<file path="src/shared/mcs_cfg.svh">
// Register offsets, field positions, reset values and limits of the sequencer.
`ifndef MCS_CFG_SVH
`define MCS_CFG_SVH
`define MCS_ADDR_W 4
`define MCS_DATA_W 16
`define MCS_ADDR_CNV 4'h0
`define MCS_ADDR_GEN 4'h1
`define MCS_ADDR_PIN 4'h2
`define MCS_ADDR_FLT 4'h3
`define MCS_ADDR_ANG 4'h4
`define MCS_ADDR_TRN 4'h5
`define MCS_ADDR_STS 4'h6
`define MCS_CNV_HI 15
`define MCS_CNV_LO 14
`define MCS_CNV_ABORT 2'h3
`define MCS_CNV_START 2'h0
`define MCS_PAGE_W 6
`define MCS_GEN_MODE_BIT 0
`define MCS_GEN_FILT_BIT 12
`define MCS_GEN_SYNC_BIT 13
`define MCS_PIN_BUSY_BIT 0
`define MCS_PIN_CNV_BIT 1
`define MCS_FLT_XCHK_BIT 13
`define MCS_REG_RST 16'h0000
`define MCS_ANGLE_W 12
`define MCS_TURN_W 7
`define MCS_POS_W 19
`define MCS_TURN_MAX 7'h36
`define MCS_TURN_MIN 7'h77
`define MCS_HALF_TURN 19'h0_0800
`define MCS_HI_OFF 19'h3_5800
`define MCS_HI_ON 19'h3_5000
`define MCS_LO_OFF 19'h7_7800
`define MCS_LO_ON 19'h7_8000
`define MCS_ANG_PER_SEQ 4
`define MCS_FILT_SHIFT 4
`endif

</file>
<file path="src/shared/mcs_pkg.sv">
// Types shared by the conversion sequencer and its helpers.
package mcs_pkg;
  // Sequencer states.
  typedef enum logic [2:0] {
    ST_IDLE = 3'b000,
    ST_TSENS = 3'b001,
    ST_SYNC = 3'b010,
    ST_ANGLE = 3'b011,
    ST_CALC = 3'b100,
    ST_STORE = 3'b101
  } mcs_state_type;

  // Absolute position: signed whole turns above a fraction of a turn.
  typedef struct packed {
    logic [6:0] turn;
    logic [11:0] frac;
  } mcs_pos_type;

  // Result handed back by a sensor measurement.
  typedef struct packed {
    logic done;
    logic [11:0] value;
  } mcs_meas_type;
endpackage

</file>
<file path="src/logic/mcs_angle_filter.sv">
// First-order angle filter with end-stop hysteresis bypass.
`include "mcs_cfg.svh"
`timescale 1ns/1ns
`default_nettype none
module mcs_angle_filter #(
  parameter int POS_W = `MCS_POS_W,
  parameter int SHIFT = `MCS_FILT_SHIFT
) (
  input wire logic sys_clk_in,
  input wire logic resetn_in,
  input wire logic sample_in,
  input wire logic restart_in,
  input wire logic enable_in,
  input wire logic [POS_W-1:0] pos_in,
  output logic [POS_W-1:0] pos_out
);
  logic bypass_r;
  logic bypass_nxt;
  logic signed [POS_W:0] diff;
  logic signed [POS_W:0] step;

  // The difference is one bit wider so it cannot overflow.
  assign diff = $signed({pos_in[POS_W-1], pos_in}) -
                $signed({pos_out[POS_W-1], pos_out});
  assign step = diff >>> SHIFT;

  // Hysteresis keeps the filter off near the end stops, where wrapping would
  // smear across a turn boundary.
  always_comb begin
    bypass_nxt = bypass_r;
    if ($signed(pos_in) > $signed(`MCS_HI_OFF)) begin
      bypass_nxt = 1'b1;
    end else if ($signed(pos_in) < $signed(`MCS_LO_OFF)) begin
      bypass_nxt = 1'b1;
    end else if ($signed(pos_in) < $signed(`MCS_HI_ON) &&
                 $signed(pos_in) > $signed(`MCS_LO_ON)) begin
      bypass_nxt = 1'b0;
    end
  end

  // Bypass state follows samples only.
  always_ff @(posedge sys_clk_in) begin
    if (!resetn_in) begin
      bypass_r <= 1'b0;
    end else if (sample_in) begin
      bypass_r <= bypass_nxt;
    end
  end

  // Bypassed or disabled samples also load the state for a clean resume.
  always_ff @(posedge sys_clk_in) begin
    if (!resetn_in) begin
      pos_out <= '0;
    end else if (sample_in) begin
      if (restart_in || !enable_in || bypass_nxt) begin
        pos_out <= pos_in;
      end else begin
        pos_out <= pos_out + step[POS_W-1:0];
      end
    end
  end
endmodule
`default_nettype wire

</file>
<file path="src/logic/mcs_conv_seq.sv">
// Conversion sequencer: modes, triggers, busy and position post-processing.
`include "mcs_cfg.svh"
`timescale 1ns/1ns
`default_nettype none
////////////////////////////////////////////////////////////////////////////////
module mcs_conv_seq #(
  parameter int ANG_PER_SEQ = `MCS_ANG_PER_SEQ
) (
  input wire logic sys_clk_in,
  input wire logic resetn_in,
  input wire logic [`MCS_ADDR_W-1:0] addr_in,
  input wire logic [`MCS_DATA_W-1:0] wdata_in,
  input wire logic wr_in,
  input wire logic rd_in,
  output logic [`MCS_DATA_W-1:0] rdata_out,
  input wire logic convert_start_pin_in,
  input wire mcs_pkg::mcs_meas_type tsens_res_in,
  input wire mcs_pkg::mcs_meas_type angle_res_in,
  output logic tsens_req_out,
  output logic angle_req_out,
  output logic busy_out,
  output logic angle_calc_active_out
);
  import mcs_pkg::*;

  //////////////////////////////////////////////////////////////////////////////
  // Declarations.
  mcs_state_type state_r;
  mcs_state_type state_nxt;
  logic [1:0] convert_field_r;
  logic [`MCS_PAGE_W-1:0] page_r;
  logic conversion_mode_select_r;
  logic angle_filter_enable_r;
  logic synced_angle_trigger_r;
  logic [1:0] pin_function_enable_r;
  logic xchk_fault_r;
  logic [`MCS_ANGLE_W-1:0] angle_reg_r;
  logic [`MCS_TURN_W-1:0] turn_reg_r;
  logic turn_valid_r;
  logic boot_start_r;
  logic pin_prev_r;
  logic first_seq_r;
  logic load_ref_r;
  logic filt_restart_r;
  logic [5:0] tsens_turn_r;
  logic [7:0] ang_cnt_r;
  logic cnv_pin_en;
  logic pin_fall;
  logic pin_rise;
  logic cnv_write;
  logic start_ev;
  logic abort_ev;
  logic seq_last;
  logic xchk_hit;
  mcs_pos_type track_pos;
  logic [`MCS_POS_W-1:0] filt_pos;
  mcs_pos_type filt_view;

  // Absolute distance of two positions, in fractions of a turn.
  function automatic logic [`MCS_POS_W-1:0] pos_dist(
    input logic [`MCS_POS_W-1:0] a,
    input logic [`MCS_POS_W-1:0] b
  );
    logic [`MCS_POS_W-1:0] d;
    d = a - b;
    if (d[`MCS_POS_W-1]) begin
      d = b - a;
    end
    return d;
  endfunction

  // Register-port decode; used by both the write and the read side.
  function automatic logic hit(
    input logic [`MCS_ADDR_W-1:0] a,
    input logic [`MCS_ADDR_W-1:0] off
  );
    return a == off;
  endfunction

  //////////////////////////////////////////////////////////////////////////////
  // Trigger events from the pin and the convert field.

  // The pin only acts once software has given it the convert function.
  assign cnv_pin_en = pin_function_enable_r[`MCS_PIN_CNV_BIT];
  assign pin_fall = cnv_pin_en && pin_prev_r && !convert_start_pin_in;
  assign pin_rise = cnv_pin_en && !pin_prev_r && convert_start_pin_in;

  assign cnv_write = wr_in && hit(addr_in, `MCS_ADDR_CNV) && !cnv_pin_en;

  assign start_ev = pin_fall ||
    (cnv_write && wdata_in[`MCS_CNV_HI:`MCS_CNV_LO] == `MCS_CNV_START);
  assign abort_ev = pin_rise ||
    (cnv_write && wdata_in[`MCS_CNV_HI:`MCS_CNV_LO] == `MCS_CNV_ABORT);

  // Previous pin level for edge detection; the pin is already synchronous.
  always_ff @(posedge sys_clk_in) begin
    if (!resetn_in) begin
      pin_prev_r <= 1'b0;
    end else begin
      pin_prev_r <= convert_start_pin_in;
    end
  end

  always_ff @(posedge sys_clk_in) begin
    if (!resetn_in) begin
      boot_start_r <= 1'b1;
    end else begin
      boot_start_r <= 1'b0;
    end
  end

  //////////////////////////////////////////////////////////////////////////////
  // Software-written registers.

  // Convert and page field; the convert bits keep their last accepted value.
  always_ff @(posedge sys_clk_in) begin
    if (!resetn_in) begin
      convert_field_r <= 2'h0;
      page_r <= '0;
    end else if (wr_in && hit(addr_in, `MCS_ADDR_CNV)) begin
      page_r <= wdata_in[`MCS_PAGE_W-1:0];
      if (!cnv_pin_en) begin
        convert_field_r <= wdata_in[`MCS_CNV_HI:`MCS_CNV_LO];
      end
    end
  end

  always_ff @(posedge sys_clk_in) begin
    if (!resetn_in) begin
      conversion_mode_select_r <= 1'b0;
      angle_filter_enable_r <= 1'b0;
      synced_angle_trigger_r <= 1'b0;
    end else if (wr_in && hit(addr_in, `MCS_ADDR_GEN)) begin
      conversion_mode_select_r <= wdata_in[`MCS_GEN_MODE_BIT];
      angle_filter_enable_r <= wdata_in[`MCS_GEN_FILT_BIT];
      synced_angle_trigger_r <= wdata_in[`MCS_GEN_SYNC_BIT];
    end
  end

  // Pin functions power up as plain inputs.
  always_ff @(posedge sys_clk_in) begin
    if (!resetn_in) begin
      pin_function_enable_r <= 2'h0;
    end else if (wr_in && hit(addr_in, `MCS_ADDR_PIN)) begin
      pin_function_enable_r <= wdata_in[1:0];
    end
  end

  //////////////////////////////////////////////////////////////////////////////
  // Sequencer.

  assign seq_last = ang_cnt_r == 8'(ANG_PER_SEQ - 1);

  // Abort beats everything; a start is only honoured from idle.
  always_comb begin
    state_nxt = state_r;
    unique case (state_r)
      ST_IDLE: begin
        if (start_ev || boot_start_r) begin
          state_nxt = ST_TSENS;
        end
      end
      ST_TSENS: begin
        if (tsens_res_in.done) begin
          state_nxt = synced_angle_trigger_r && !conversion_mode_select_r ?
                      ST_SYNC : ST_ANGLE;
        end
      end
      ST_SYNC: begin
        if (pin_fall) begin
          state_nxt = ST_ANGLE;
        end
      end
      ST_ANGLE: begin
        if (angle_res_in.done) begin
          state_nxt = ST_CALC;
        end
      end
      ST_CALC: begin
        state_nxt = ST_STORE;
      end
      ST_STORE: begin
        if (!seq_last) begin
          state_nxt = synced_angle_trigger_r && !conversion_mode_select_r ?
                      ST_SYNC : ST_ANGLE;
        end else if (conversion_mode_select_r) begin
          state_nxt = ST_IDLE;
        end else begin
          state_nxt = ST_TSENS;
        end
      end
      default: begin
        state_nxt = ST_IDLE;
      end
    endcase
    if (abort_ev) begin
      state_nxt = ST_IDLE;
    end
  end

  // State register.
  always_ff @(posedge sys_clk_in) begin
    if (!resetn_in) begin
      state_r <= ST_IDLE;
    end else begin
      state_r <= state_nxt;
    end
  end

  // Measurement requests are single-cycle pulses on entering a phase.
  always_ff @(posedge sys_clk_in) begin
    if (!resetn_in) begin
      tsens_req_out <= 1'b0;
      angle_req_out <= 1'b0;
    end else begin
      tsens_req_out <= state_nxt == ST_TSENS && state_r != ST_TSENS;
      angle_req_out <= state_nxt == ST_ANGLE && state_r != ST_ANGLE;
    end
  end

  // Angle measurements counted within one sequence.
  always_ff @(posedge sys_clk_in) begin
    if (!resetn_in) begin
      ang_cnt_r <= 8'h00;
    end else if (state_r == ST_TSENS || state_r == ST_IDLE) begin
      ang_cnt_r <= 8'h00;
    end else if (state_r == ST_STORE) begin
      ang_cnt_r <= ang_cnt_r + 8'h01;
    end
  end

  //////////////////////////////////////////////////////////////////////////////
  // Turn reference and cross-check.

  always_ff @(posedge sys_clk_in) begin
    if (!resetn_in) begin
      first_seq_r <= 1'b1;
      load_ref_r <= 1'b0;
      tsens_turn_r <= 6'h00;
    end else begin
      if (state_r == ST_IDLE && state_nxt == ST_TSENS) begin
        first_seq_r <= 1'b1;
      end else if (state_r == ST_STORE && seq_last) begin
        first_seq_r <= 1'b0;
      end
      if (state_r == ST_TSENS && tsens_res_in.done) begin
        tsens_turn_r <= tsens_res_in.value[5:0];
        load_ref_r <= first_seq_r || conversion_mode_select_r;
      end else if (state_r == ST_ANGLE && angle_res_in.done) begin
        load_ref_r <= 1'b0;
      end
    end
  end

  assign xchk_hit = state_r == ST_TSENS && tsens_res_in.done &&
    !first_seq_r && !conversion_mode_select_r &&
    pos_dist({1'b0, tsens_res_in.value[5:0], track_pos.frac}, track_pos) >
    `MCS_HALF_TURN;

  // Sticky fault; a new mismatch wins over a write-one clear.
  always_ff @(posedge sys_clk_in) begin
    if (!resetn_in) begin
      xchk_fault_r <= 1'b0;
    end else if (xchk_hit) begin
      xchk_fault_r <= 1'b1;
    end else if (wr_in && hit(addr_in, `MCS_ADDR_FLT) &&
                 wdata_in[`MCS_FLT_XCHK_BIT]) begin
      xchk_fault_r <= 1'b0;
    end
  end

  //////////////////////////////////////////////////////////////////////////////
  // Position processing.

  mcs_turn_tracker #(
    .ANGLE_W(`MCS_ANGLE_W)
  ) u_track (
    .sys_clk_in(sys_clk_in),
    .resetn_in(resetn_in),
    .load_in(load_ref_r),
    .load_turn_in(tsens_turn_r),
    .sample_in(state_r == ST_ANGLE && angle_res_in.done),
    .angle_in(angle_res_in.value),
    .pos_out(track_pos)
  );

  always_ff @(posedge sys_clk_in) begin
    if (!resetn_in) begin
      filt_restart_r <= 1'b1;
    end else if (state_r == ST_IDLE && state_nxt == ST_TSENS) begin
      filt_restart_r <= 1'b1;
    end else if (state_r == ST_CALC) begin
      filt_restart_r <= 1'b0;
    end
  end

  mcs_angle_filter #(
    .POS_W(`MCS_POS_W),
    .SHIFT(`MCS_FILT_SHIFT)
  ) u_filt (
    .sys_clk_in(sys_clk_in),
    .resetn_in(resetn_in),
    .sample_in(state_r == ST_CALC),
    .restart_in(filt_restart_r),
    .enable_in(angle_filter_enable_r),
    .pos_in(track_pos),
    .pos_out(filt_pos)
  );

  assign filt_view = filt_pos;

  always_ff @(posedge sys_clk_in) begin
    if (!resetn_in) begin
      angle_reg_r <= '0;
      turn_reg_r <= '0;
    end else if (state_r == ST_STORE) begin
      angle_reg_r <= filt_view.frac;
      turn_reg_r <= filt_view.turn;
    end
  end

  always_ff @(posedge sys_clk_in) begin
    if (!resetn_in) begin
      turn_valid_r <= 1'b0;
    end else if (state_r == ST_STORE && seq_last) begin
      turn_valid_r <= 1'b1;
    end
  end

  //////////////////////////////////////////////////////////////////////////////
  // Indications.

  always_ff @(posedge sys_clk_in) begin
    if (!resetn_in) begin
      busy_out <= 1'b0;
    end else begin
      busy_out <= pin_function_enable_r[`MCS_PIN_BUSY_BIT] &&
                  state_nxt != ST_IDLE;
    end
  end

  always_ff @(posedge sys_clk_in) begin
    if (!resetn_in) begin
      angle_calc_active_out <= 1'b0;
    end else begin
      angle_calc_active_out <= state_nxt == ST_CALC ||
                               state_nxt == ST_STORE;
    end
  end

  //////////////////////////////////////////////////////////////////////////////
  // Read port: data stand one cycle after the strobe; unmapped reads zero.
  always_ff @(posedge sys_clk_in) begin
    if (!resetn_in) begin
      rdata_out <= `MCS_REG_RST;
    end else if (rd_in) begin
      rdata_out <= `MCS_REG_RST;
      if (hit(addr_in, `MCS_ADDR_CNV)) begin
        rdata_out[`MCS_CNV_HI:`MCS_CNV_LO] <= convert_field_r;
        rdata_out[`MCS_PAGE_W-1:0] <= page_r;
      end else if (hit(addr_in, `MCS_ADDR_GEN)) begin
        rdata_out[`MCS_GEN_MODE_BIT] <= conversion_mode_select_r;
        rdata_out[`MCS_GEN_FILT_BIT] <= angle_filter_enable_r;
        rdata_out[`MCS_GEN_SYNC_BIT] <= synced_angle_trigger_r;
      end else if (hit(addr_in, `MCS_ADDR_PIN)) begin
        rdata_out[1:0] <= pin_function_enable_r;
      end else if (hit(addr_in, `MCS_ADDR_FLT)) begin
        rdata_out[`MCS_FLT_XCHK_BIT] <= xchk_fault_r;
      end else if (hit(addr_in, `MCS_ADDR_ANG)) begin
        rdata_out[`MCS_ANGLE_W-1:0] <= angle_reg_r;
      end else if (hit(addr_in, `MCS_ADDR_TRN)) begin
        rdata_out[15] <= turn_valid_r;
        rdata_out[7:0] <= {turn_reg_r[`MCS_TURN_W-1], turn_reg_r};
      end else if (hit(addr_in, `MCS_ADDR_STS)) begin
        rdata_out[2:0] <= {state_r != ST_IDLE, busy_out,
                           angle_calc_active_out};
      end
    end
  end
endmodule
`default_nettype wire

</file>
<file path="src/logic/mcs_turn_tracker.sv">
// Angle-derived turn counter with end-stop wrapping.
`include "mcs_cfg.svh"
`timescale 1ns/1ns
`default_nettype none
module mcs_turn_tracker #(
  parameter int ANGLE_W = `MCS_ANGLE_W
) (
  input wire logic sys_clk_in,
  input wire logic resetn_in,
  input wire logic load_in,
  input wire logic [5:0] load_turn_in,
  input wire logic sample_in,
  input wire logic [ANGLE_W-1:0] angle_in,
  output mcs_pkg::mcs_pos_type pos_out
);
  import mcs_pkg::*;

  logic [1:0] old_q;
  logic [1:0] new_q;
  logic wrap_up;
  logic wrap_dn;

  // Quadrant crossing between samples tells the direction of a full turn.
  assign old_q = pos_out.frac[ANGLE_W-1 -: 2];
  assign new_q = angle_in[ANGLE_W-1 -: 2];
  assign wrap_up = (old_q == 2'h3) && (new_q == 2'h0);
  assign wrap_dn = (old_q == 2'h0) && (new_q == 2'h3);

  // The count is bounded; at the limits the position cycles in one turn.
  always_ff @(posedge sys_clk_in) begin
    if (!resetn_in) begin
      pos_out <= '0;
    end else if (sample_in) begin
      pos_out.frac <= angle_in;
      if (load_in) begin
        pos_out.turn <= {1'b0, load_turn_in};
      end else if (wrap_up && pos_out.turn != `MCS_TURN_MAX) begin
        pos_out.turn <= pos_out.turn + 7'h01;
      end else if (wrap_dn && pos_out.turn != `MCS_TURN_MIN) begin
        pos_out.turn <= pos_out.turn - 7'h01;
      end
    end
  end
endmodule
`default_nettype wire

</file>
<file path="config.mk">
export PLATFORM = sky130hd
export DESIGN_NAME = mcs_conv_seq
export DESIGN_NICKNAME = d
export VERILOG_FILES = /design/src/shared/mcs_pkg.sv /design/src/logic/mcs_angle_filter.sv /design/src/logic/mcs_conv_seq.sv /design/src/logic/mcs_turn_tracker.sv
export VERILOG_INCLUDE_DIRS = /design/src /design/src/shared
export SDC_FILE = /design/constraint.sdc
export NUM_CORES = 1
export LEC_CHECK = 0
export ABC_CLOCK_PERIOD_IN_PS = 4900
export BUFFER_PORTS_ARGS = -buffer_cell sky130_fd_sc_hd__buf_4
export CAP_MARGIN = 10
export CELL_PAD_IN_SITES_DETAIL_PLACEMENT = 1
export CELL_PAD_IN_SITES_GLOBAL_PLACEMENT = 1
export CORE_ASPECT_RATIO = 1.25
export CORE_MARGIN = 10
export CORE_UTILIZATION = 26
export CTS_BUF_LIST = sky130_fd_sc_hd__clkbuf_2 sky130_fd_sc_hd__clkbuf_4 sky130_fd_sc_hd__clkbuf_8
export CTS_CLUSTER_DIAMETER = 150
export DETAILED_ROUTE_END_ITERATION = 7
export GPL_TIMING_DRIVEN = 0
export PLACE_DENSITY = 0.57
export SLEW_MARGIN = 15
export SYNTH_ARGS = -nofsm -noshare
export SYNTH_HDL_FRONTEND = slang
export SYNTH_SLANG_ARGS = --single-unit
</file>
<file path="constraint.sdc">
create_clock -name sys_clk_in -period 4.9 [get_ports sys_clk_in]
set_clock_uncertainty 0.05 [all_clocks]
set_input_delay 0.49 -clock sys_clk_in [delete_from_list [all_inputs] [get_ports sys_clk_in]]
set_output_delay 0.49 -clock sys_clk_in [all_outputs]
set_load 0.03 [all_outputs]
</file>
==> flow_summary.ini <==
[sta]
fin_crit_ps = 4640
slew_violations = 0
whs_ps = 218
worstMarginPinSlew_ps = 1020
setup_tns_ps = 0
timing.fmax_mhz = 216
finalSetupViolCount = 0
hold_viol = 0
relSlewSlack_pct = 31.2
rsz0062_at_grt = false
post-route-period-util_pct = 94.7

[placed_design]
dpl.cell_count = 1326
dp_hpwl_um = 19500
place_congestion = 0.831
place.port_buffers = 54

[critical_path]
startpoint = u_filt.pos_out[4]
critPathArrivalTime_ps = 4940
worstSetupPathType = flip-flop to flip-flop
critPathLaunchType = flip-flop
reg2reg_from = u_filt.pos_out[4]
end_kind = flip-flop
path_max_fanout = 4
worstPathRequired_ps = 5200

[min_path]
worstHoldStart = convert_start_pin_in
hp-class = input pin to flip-flop

[logic_synthesis]
synth_flop_cell = dfxtp_1
synth_top_area_share_pct = 31.4
synthMuxAreaShare_pct = 5.88
yosysWarnings = 0
yosys-top-cells-area = dfxtp_1 (31%), ha_1 (9.7%), a21oi_1 (7.9%)
ys_seq_elements = 115
yosysTopAreaCell = dfxtp_1
syn_avg_cell_area_um2 = 7.96
synth-edff-count = 0
synth_top_family_by_area = simple AND/OR/NAND/NOR gates
syn_nets = 1034
yosys.area_share.simple_pct = 20.9
synth-xor-area-share_pct = 5.87
synthCells = 922
synthAdderAreaFrac_pct = 10.8
ys_seq_area_share_pct = 31.4
syn_area_um2 = 7340
synth_compound_area_share_pct = 20.3
async_flop_share_pct = 0
ys_types = 80

[route]
wl_met2_um = 12600
wire_per_inst_um = 18.2
routed_wl_um = 24800
initialDrtViolationCount = 246
vias = 6686
met1_length_um = 11000
ant_nets = 0
vias_per_cell = 4.91
drc = 0
dr.pass1.iters = 4
highest_layer = met4
met3WireLength_um = 679

[power]
power_density_nw_per_um2 = 289
p_leak_nw = 3.41
peakVddDrop_mv = 0.180

[cells_and_area]
drive_gt1_share_pct = 12.7
fin_nets = 1110
syn_to_final_growth_pct = 18.9
final_cells = 1362
post-route-util_pct = 31.5

[clocking]
cts.sinks = 115
htree_levels = 4
clk_pin_slew_ps = 80
clock_latency_ps = 460
cts_root_buffer = clkbuf_8
cts_made_buffers = 17
hold_buffers = 0
cts_tree = yes
cts_buffer_depth = 2

[outcome]
outcome = completed

[run]
maxCapViolations = 0

[global_route]
grt_pass1_vias = 6866
antenna_found_initial = 0
overflow = 0
grt_max_degree = 17
grt_pass1_wl_um = 38700
grtUsageTotal_pct = 13.9

[die]
core.rowCount = 68
fp.dieW_um = 170
die_area_um2 = 35400
die_h_um = 208
start_util_pct = 26.5
core_area_um2 = 27700
ioPinCount = 71
report_power, final:
part	switching (W)	total [W]	internal [W]	leakage [nW]
clock	0.000417	0.00109	0.000670	0.247
combinational	0.000278	0.000469	0.000191	2.23
sequential	0.0000154	0.000964	0.000949	0.930
per-layer routing:
metal  track usage (%)  vias up
li1                  -     3376
met1              15.8     3209
met2              25.1       75
met3              2.45       26
met4              4.68        0
met5                 0        -
worst max-delay path: stages, from the launching register on:
cell and delay [ps]:
dfxtp_2 400, inv_1 60, ha_1 330, a21o_1 180, a21o_1 180, a22oi_2 270, o21ai_1 160, or2_4 300
nand3_1 90, nand2_1 90, xor2_1 250, ha_1 340, a221oi_4 330, nor2_1 80, a21oi_1 230, o41ai_4 140
a311oi_2 350, o21ai_1 140, xnor2_1 150, o22a_1 190, o221a_1 220
through the flow:
| stage | total power [W] | cell area (µm²) | worst slack [ps] |
|---|---|---|---|
| finish | 0.00252 | 8730 | 261 |
| global route | 0.00264 | 8720 | 5.58 |
| CTS | 0.00254 | 8660 | 97.9 |
| detailed placement | 0.00144 | 8190 | 107 |
| global placement | 0.00144 | 8180 | 163 |
| floorplan | 0.00131 | 7340 | 844 |
final timing paths:
kind	cells past startpoint	slack (ps)	endpoint
setup / recovery	20	260	u_filt.pos_out[18]
setup reg to reg	20	260	u_filt.pos_out[18]
hold reg to reg	2	410	turn_reg_r[2]
hold / removal	2	220	pin_prev_r
flip-flops by register name (all words and copies together), names as in the netlist, 2 cells and up:
register / cells
rdata_out: 16
pin_function_enable_r: 2
angle_reg_r: 12
turn_reg_r: 7
tsens_turn_r: 6
state_r: 3
u_track.pos_out: 19
page_r: 6
u_filt.pos_out: 19
convert_field_r: 2
ang_cnt_r: 8
cell type report:
class                      count  area (µm²)
sequential                   115        2300
multi-input combinational    717        4720
tap                          350         438
buffer                        43         179
clock inverter                 9         174
antenna                        1        2.50
fill                        3391       19000
timing repair buffer          57         428
inverter                      47         176
clock buffer                  23         304
cells in the mapped netlist, types with 19 or more instances:
cell / number
clkbuf_1: 36
nand2_1: 130
a21oi_1: 116
xnor2_1: 29
a211oi_1: 19
mux2i_1: 36
dfxtp_1: 115
inv_1: 47
ha_1: 57
nand3_1: 35
o21ai_0: 29
nor2_1: 80
cell families after synthesis:
family                   after synthesis
XOR/XNOR                              47
flip-flops                           115
AO/OA/AOI/OAI                        240
multiplexers                          41
adder cells (fa/ha/maj)               61
AND/OR/NAND/NOR                      328
buffers and inverters                 90
placed cells by master (no fill, tap or decap), drive strengths merged, types with 37 or more instances in the layout:
| cell type | n |
|---|---|
| a21oi | 117 |
| nor2 | 81 |
| clkbuf | 59 |
| inv | 47 |
| buf | 64 |
| nand2 | 132 |
| dfxtp | 115 |
| o21ai | 37 |
| ha | 57 |
timing repair:
item,in CTS,in global routing
buffers inserted,0,3
endpoints found under the setup margin,0,5
gates resized for setup,0,8
Power figures use the tool's default switching activity.
